===== config.mk =====
export PLATFORM = sky130hd
export DESIGN_NAME = ost_timer
export DESIGN_NICKNAME = d
export VERILOG_FILES = /design/src/ost_pkg.sv /design/src/ost_timer.sv
export VERILOG_INCLUDE_DIRS = /design/src /design/src/src
export SDC_FILE = /design/constraint.sdc
export NUM_CORES = 1
export LEC_CHECK = 0
export BUFFER_PORTS_ARGS = -buffer_cell sky130_fd_sc_hd__buf_2
export CORE_MARGIN = 2
export CORE_UTILIZATION = 53
export DETAILED_ROUTE_END_ITERATION = 16
export PLACE_DENSITY = 0.7
export RECOVER_POWER = 100
export SLEW_MARGIN = 20
export SYNTH_ARGS = -nofsm -noshare
export SYNTH_HDL_FRONTEND = slang
export SYNTH_SLANG_ARGS = --single-unit

===== constraint.sdc =====
create_clock -name clk -period 14.9 [get_ports clk]
set_input_delay 2.98 -clock clk [delete_from_list [all_inputs] [get_ports clk]]
set_output_delay 2.98 -clock clk [all_outputs]
set_load 0.02 [all_outputs]

===== src/ost_map.svh =====
// Purpose: offsets, field positions, reset values and timing counts
// Assumes: 10 MHz clock, byte addresses on the register bus
// Notes:   definitions only
`ifndef OST_MAP_SVH
`define OST_MAP_SVH
`define OST_REG_RATIO      4'h0
`define OST_REG_RSET       4'h4
`define OST_REG_STATUS     4'h8
`define OST_SEL_CODE_MSB   7
`define OST_SEL_CODE_LSB   4
`define OST_ST_ACTIVE      0
`define OST_ST_READY       1
`define OST_ST_CODE_LSB    2
`define OST_ST_STALL       6
`define OST_ST_INVERT      7
`define OST_RST_RATIO      8'h00
`define OST_RST_RSET       12'h032
`define OST_CLK_NS         100
`define OST_MIN_BASE_NS    1000
`define OST_MIN_BASE_CYC \
  ((`OST_MIN_BASE_NS + `OST_CLK_NS - 1) / `OST_CLK_NS)
`define OST_RSET_PER_BASE  50
`define OST_RSET_MIN       12'h032
`define OST_RSET_MAX       12'h320
`define OST_RSET_STALL     12'h7D0
`define OST_START_TICKS    9'h1F4
`define OST_FILT_MULT      16
`define OST_FILT_OFFSET    6
`endif


===== src/ost_pkg.sv =====
// Purpose: shared types of the one-shot pulse timer
// Assumes: nothing beyond the map header
// Notes:   state of the timer is one packed struct
package ost_pkg;
  typedef enum logic [1:0] {
    OST_START = 2'b00,
    OST_IDLE  = 2'b01,
    OST_PULSE = 2'b10
  } ost_phase_t;

  typedef struct packed {
    logic        read;
    logic        write;
    logic [3:0]  address;
    logic [31:0] writedata;
  } ost_avs_req_t;

  typedef struct packed {
    logic [7:0]  ratio_sel;
    logic [11:0] rset_k;
  } ost_cfg_t;

  typedef struct packed {
    ost_phase_t  phase;
    logic        fire_s1;
    logic        fire_s2;
    logic        fire_s3;
    logic [7:0]  base_cnt;
    logic [21:0] tick_cnt;
    logic [8:0]  start_cnt;
    logic [3:0]  ratio_code;
    logic [3:0]  cand;
    logic [8:0]  filt_cnt;
    logic        out;
    logic        wait_rq;
    logic [31:0] rdata;
    ost_cfg_t    cfg;
  } ost_state_t;
endpackage


===== src/ost_timer.sv =====
// Purpose: edge-triggered one-shot pulse timer with Avalon-MM registers
// Assumes: fire_input synchronous-safe via two flops; one 10 MHz clock
// Notes:   timebase is a cycle counter standing in for the oscillator
//
// The register offsets and the Avalon-MM interface to the registers were left to the implementer.
`timescale 1ns/10ps
`include "ost_map.svh"

module ost_timer
  import ost_pkg::*;
#(
  parameter bit RISING_EDGE = 1'b1,
  parameter bit RETRIGGER   = 1'b0
) (
  // Clock and reset
  input  wire logic         clk,
  input  wire logic         nrst,
  // Register bus
  input  wire ost_avs_req_t avs_req,
  output logic [31:0]       avs_readdata,
  output logic              avs_waitrequest,
  // Trigger and pulse
  input  wire logic         fire_input,
  output logic              pulse_out
);

  localparam ost_state_t RST_STATE = '{
    phase:      OST_START,
    fire_s1:    1'b0,
    fire_s2:    1'b0,
    fire_s3:    1'b0,
    base_cnt:   8'h00,
    tick_cnt:   22'h000000,
    start_cnt:  9'h000,
    ratio_code: 4'h0,
    cand:       4'h0,
    filt_cnt:   9'h000,
    out:        1'b0,
    wait_rq:    1'b1,
    rdata:      32'h00000000,
    cfg:        '{ratio_sel: `OST_RST_RATIO, rset_k: `OST_RST_RSET}
  };

  ost_state_t s;
  ost_state_t n;

  logic        fire_edge;
  logic [3:0]  sel_code;
  logic [11:0] rset_c;
  logic [15:0] base_prod;
  logic [7:0]  base_len;
  logic        stalled;
  logic        tick;
  logic [2:0]  ratio_idx;
  logic [4:0]  ratio_shift;
  logic [21:0] ratio_last;
  logic [3:0]  code_diff;
  logic [8:0]  filt_len;
  logic        bus_req;
  logic        restart;

  always_comb begin
    n = s;
    n.fire_s1 = fire_input;
    n.fire_s2 = s.fire_s1;
    n.fire_s3 = s.fire_s2;
    fire_edge = RISING_EDGE ? (s.fire_s2 & ~s.fire_s3)
                            : (~s.fire_s2 & s.fire_s3);

    // Top four bits of an 8-bit fraction give sixteen equal bins
    sel_code = s.cfg.ratio_sel[`OST_SEL_CODE_MSB:
                               `OST_SEL_CODE_LSB];

    // Out-of-range resistance is clamped so the period stays legal
    if (s.cfg.rset_k < `OST_RSET_MIN) begin
      rset_c = `OST_RSET_MIN;
    end else if (s.cfg.rset_k > `OST_RSET_MAX) begin
      rset_c = `OST_RSET_MAX;
    end else begin
      rset_c = s.cfg.rset_k;
    end
    base_prod = 16'({4'h0, rset_c} * 16'(`OST_MIN_BASE_CYC)
                / 16'(`OST_RSET_PER_BASE));
    base_len = base_prod[7:0];
    // A stalled timebase freezes the count rather than resetting it
    stalled  = s.cfg.rset_k > `OST_RSET_STALL;
    tick = !stalled && (s.base_cnt >= base_len - 8'h01);
    if (stalled) begin
      n.base_cnt = s.base_cnt;
    end else if (tick) begin
      n.base_cnt = 8'h00;
    end else begin
      n.base_cnt = s.base_cnt + 8'h01;
    end

    // Mirror the low code bits above the midpoint
    ratio_idx = s.ratio_code[3] ? ~s.ratio_code[2:0]
                                : s.ratio_code[2:0];
    ratio_shift = 5'({ratio_idx, 1'b0}) + 5'(ratio_idx);
    ratio_last  = (22'h000001 << ratio_shift) - 22'h000001;

    code_diff = (s.cand > s.ratio_code) ? s.cand - s.ratio_code
                                        : s.ratio_code - s.cand;
    filt_len = 9'(`OST_FILT_MULT) * (9'(code_diff)
               + 9'(`OST_FILT_OFFSET));

    restart = 1'b0;
    unique case (s.phase)
      OST_START: begin
        if (tick) begin
          if (s.start_cnt == `OST_START_TICKS - 9'h001) begin
            n.phase      = OST_IDLE;
            n.ratio_code = sel_code;
            n.cand       = sel_code;
            n.filt_cnt   = 9'h000;
          end else begin
            n.start_cnt = s.start_cnt + 9'h001;
          end
        end
      end
      OST_IDLE: begin
        if (fire_edge) begin
          n.phase = OST_PULSE;
          restart = 1'b1;
        end
      end
      OST_PULSE: begin
        if (fire_edge && RETRIGGER) begin
          restart = 1'b1;
        end else if (tick) begin
          // Non-retriggerable parts fall through here and ignore edges
          if (s.tick_cnt == ratio_last) begin
            n.phase = OST_IDLE;
          end else begin
            n.tick_cnt = s.tick_cnt + 22'h000001;
          end
        end
      end
      default: begin
        n.phase = OST_IDLE;
      end
    endcase
    // Clearing both counters makes a retrigger time a full length
    if (restart) begin
      n.base_cnt = 8'h00;
      n.tick_cnt = 22'h000000;
    end

    // Filter waits for a stable code and jumps straight to it
    if (s.phase != OST_START) begin
      if (sel_code != s.cand) begin
        n.cand     = sel_code;
        n.filt_cnt = 9'h000;
      end else if (s.cand != s.ratio_code && tick) begin
        if (s.filt_cnt == filt_len - 9'h001) begin
          n.ratio_code = s.cand;
          n.filt_cnt   = 9'h000;
        end else begin
          n.filt_cnt = s.filt_cnt + 9'h001;
        end
      end
    end

    // Output follows next state so the pin flop lines up with the phase
    n.out = (n.phase == OST_PULSE)
          ^ ((n.phase != OST_START) & n.ratio_code[3]);

    // One wait cycle per access; the second cycle completes it
    bus_req   = avs_req.read | avs_req.write;
    n.wait_rq = !(bus_req && s.wait_rq);
    if (avs_req.read && s.wait_rq) begin
      unique case (avs_req.address)
        `OST_REG_RATIO:  n.rdata = {24'h000000, s.cfg.ratio_sel};
        `OST_REG_RSET:   n.rdata = {20'h00000, s.cfg.rset_k};
        `OST_REG_STATUS: begin
          n.rdata                        = 32'h00000000;
          n.rdata[`OST_ST_ACTIVE]        = (s.phase == OST_PULSE);
          n.rdata[`OST_ST_READY]         = (s.phase != OST_START);
          n.rdata[`OST_ST_CODE_LSB +: 4] = s.ratio_code;
          n.rdata[`OST_ST_STALL]         = stalled;
          n.rdata[`OST_ST_INVERT]        = s.ratio_code[3];
        end
        default:         n.rdata = 32'h00000000;
      endcase
    end
    if (avs_req.write && !s.wait_rq) begin
      if (avs_req.address == `OST_REG_RATIO) begin
        n.cfg.ratio_sel = avs_req.writedata[7:0];
      end
      if (avs_req.address == `OST_REG_RSET) begin
        n.cfg.rset_k = avs_req.writedata[11:0];
      end
    end
  end

  always_ff @(posedge clk) begin
    if (!nrst) begin
      s <= RST_STATE;
    end else begin
      s <= n;
    end
  end

  assign pulse_out       = s.out;
  assign avs_readdata    = s.rdata;
  assign avs_waitrequest = s.wait_rq;
endmodule // ost_timer


==> results.sh <==
export IMPL_clock_root_buffer="clkbuf_16"
export IMPL_met3_usage_pct=3.12
export IMPL_design_area_mm2=0.00923
export IMPL_timing_critical_path_arrival_ps=13740
export IMPL_count_of_standard_cell_rows=47
export IMPL_cell_count_after_synthesis=1147
export IMPL_critical_path_slowest_cell="nor3b_1"
export IMPL_detail_route_first_pass_iterations=5
export IMPL_drv_cap=1
export IMPL_cts_inserted_buffers=9
export IMPL_cts_tree="yes"
export IMPL_share_of_cells_above_drive_strength_1_pct=8.23
export IMPL_place_worst_setup_slack_ps=1220
export IMPL_run_status="finished with violations"
export IMPL_syn_mean_instance_area_um2=7.76
export IMPL_worst_pin_slew_ps=2010
export IMPL_synth_edff_count=0
export IMPL_estimated_wirelength_of_the_detail_placed_design_um=14900
export IMPL_critical_path_startpoint_type="flip-flop"
export IMPL_first_global_vias=7100
export IMPL_worst_path_largest_cell_delay_ps=660
export IMPL_drcViolationCount=0
export IMPL_timing_final_crit_share_pct=90.9
export IMPL_grt_setup_unrepaired="false"
export IMPL_port_buffers=34
export IMPL_antenna_cells_inserted=0
export IMPL_synth_to_layout_area_growth_pct=3.66
export IMPL_failed_checks="max-capacitance violations, max-slew violations"
export IMPL_ctsHtreeMaxLevel=3
export IMPL_cts_max_path_buffers=2
export IMPL_grt_first_pass_wirelength_um=34000
export IMPL_boundaryPins=75
export IMPL_post_synth_most_frequent_cells="119 x nor2_1, 116 x nand2_1, 95 x dfxtp_1, 53 x a21oi_1, 52 x xnor2_1"
export IMPL_die_span_y_um=134
export IMPL_yosys_area_top_type_share_pct=21.4
export IMPL_synth_lib_cells_used_distinct=101
export IMPL_grtUsageMet1_pct=32.7
export IMPL_clock_latency_ps=350
export IMPL_fin_crit_ps=13540
export IMPL_cts_hold_buffers_added=0
export IMPL_clock_sinks=95
export IMPL_setup_crit_path_kind="flip-flop to flip-flop"
export IMPL_coreArea_mm2=0.0165
export IMPL_grt_max_degree=59
export IMPL_cts_reportedPaths_clkPinSlew_ps=70
export IMPL_setup_viol_count_final=0
export IMPL_grt_use_total_pct=22.6
export IMPL_routed_wl_um=20000
export IMPL_achievable_frequency_mhz=73.9
export IMPL_critPathCaptureType="flip-flop"
export IMPL_post_synth_instance_area_mm2=0.00890
export IMPL_detailroute_via_count=7998
export IMPL_antenna_found_initial=0
export IMPL_netlist_top_cells_area="dfxtp_1 21%, ha_1 5.6%, xnor2_1 5.1%"
export IMPL_grt_use_met2_pct=35.4
export IMPL_placement_cell_area_mm2=0.00893
export IMPL_synth_ff_type="dfxtp_1"
export IMPL_number_of_register_bits_inferred_by_synthesis=95
export IMPL_hold_path_class="flip-flop to flip-flop"
export IMPL_route_detailed_vias_per_inst=5.92
export IMPL_die_width_um=134
export IMPL_yosys_area_top_type="dfxtp_1"
export IMPL_ys_seq_area_share_pct=21.4
export IMPL_cp_required_ps=15100
export IMPL_ys_warnings_count=0
export IMPL_async_flop_share_pct=0
export IMPL_route_antenna_remaining_nets=0
export IMPL_gr_overflow_total=0
export IMPL_finish_net_count=1209
export IMPL_maxSlewHeadroom_pct=-34.1
export IMPL_timing_critical_path_fanout_max=14
export IMPL_post_route_worst_setup_slack_ps=1360
export IMPL_synthMostInstantiatedCell="nor2_1"
export IMPL_die_area_mm2=0.0178
export IMPL_maxSlewViolCount=59
export IMPL_gp_congestion=0.866
export IMPL_fin_tns_setup_ps=0
export IMPL_vdd_ir_drop_max_mv=0.0897
export IMPL_hold_violations=0
export IMPL_gr_max_usage_layer="met2"
export IMPL_cellPowerDensity_mw_per_mm2=91.9
export IMPL_wl_per_cell_um=14.8
export IMPL_leakage_component_of_the_power_nw=3.63
export IMPL_detailedRoute_firstIterationViolations=595
export IMPL_skew_ps=8.80
export IMPL_start_util_pct=53.9
[area by class of cell]
class / count / area, um^2
fillers: 1558 / 7300
clock buffers: 9 / 225
clock inverters: 7 / 87.6
inverters: 28 / 105
well taps: 220 / 275
flip-flops and latches: 95 / 1900
multi-input cells: 955 / 6460
repair buffers: 36 / 165
[where the power goes]
part / switching (mW) / internal [mW] / leakage, nW
logic: 0.203 / 0.143 / 2.71
clock network: 0.107 / 0.135 / 0.155
registers: 0.00324 / 0.257 / 0.768
total: 0.313 / 0.535 / 3.63
[cells by family (layout without fill, tap and decap cells)]
logic type | count (synthesis) | count (layout) | synth area share (%)
DFF | 95 | 95 | 21.4
other | 1 | 23 | 0.0421
buffers and inverters | 119 | 80 | 6.90
muxes | 39 | 39 | 4.93
xor gates and xnor gates | 96 | 96 | 9.77
AOI/OAI and AO/OA | 278 | 278 | 23.8
and+or+nand+nor | 474 | 474 | 26.6
adders and majority gates | 45 | 45 | 6.55
[state kept, by name (all words and copies together), names as in the netlist]
signal,cells
pulse_out,1
s,79
n,2
avs_readdata,12
avs_waitrequest,1
[worst max-delay path: cells and delay by family (launching register included)]
family          cells  cell delay [ps]
compound gates     19             4190
xor+xnor            3              670
fa+ha+maj           6             1850
flops               1              410
mux                 1              370
simple gates       22             5880
[routing by layer]
| layer | vias to the layer above | part of all wire, % |
|---|---|---|
| met5 | - | 0 |
| met4 | 0 | 1.5 |
| met3 | 24 | 3.8 |
| met2 | 185 | 44 |
| met1 | 3747 | 50 |
| li1 | 4042 | - |
[per-stage QoR]
stage	hold slack [ps]	total power, mW	std cells	utilization, %
floorplan	412	0.565	1169	-
global placement	430	0.606	1334	54.1
detailed placement	432	0.609	1334	54.1
CTS	447	0.853	1350	56.0
global route	490	0.906	1350	55.8
finish	449	0.848	1350	55.8
[final timing paths]
| path | from | cells past startpoint | endpoint | slack (ps) |
|---|---|---|---|---|
| max | s[2] | 51 | s[99] | 1360 |
| min reg2reg | n[111] | 1 | n[110] | 450 |
| min | n[111] | 1 | n[110] | 450 |
| max reg2reg | s[2] | 51 | s[99] | 1360 |
[layout by cell type, fill, tap and decap left out, types with 27 or more instances in the layout]
cell       n
nor2_1   119
nand2_1  116
dfxtp_1   95
a21oi_1   53
xnor2_1   52
o21ai_0   46
nand3_1   46
xor2_1    42
ha_1      40
nor2b_1   27
mux2i_1   27
[timing repair]
item,CTS,global route
setup endpoints to repair,0,2
resized for setup,0,1
setup buffers,0,0
Power figures use the tool's default switching activity.
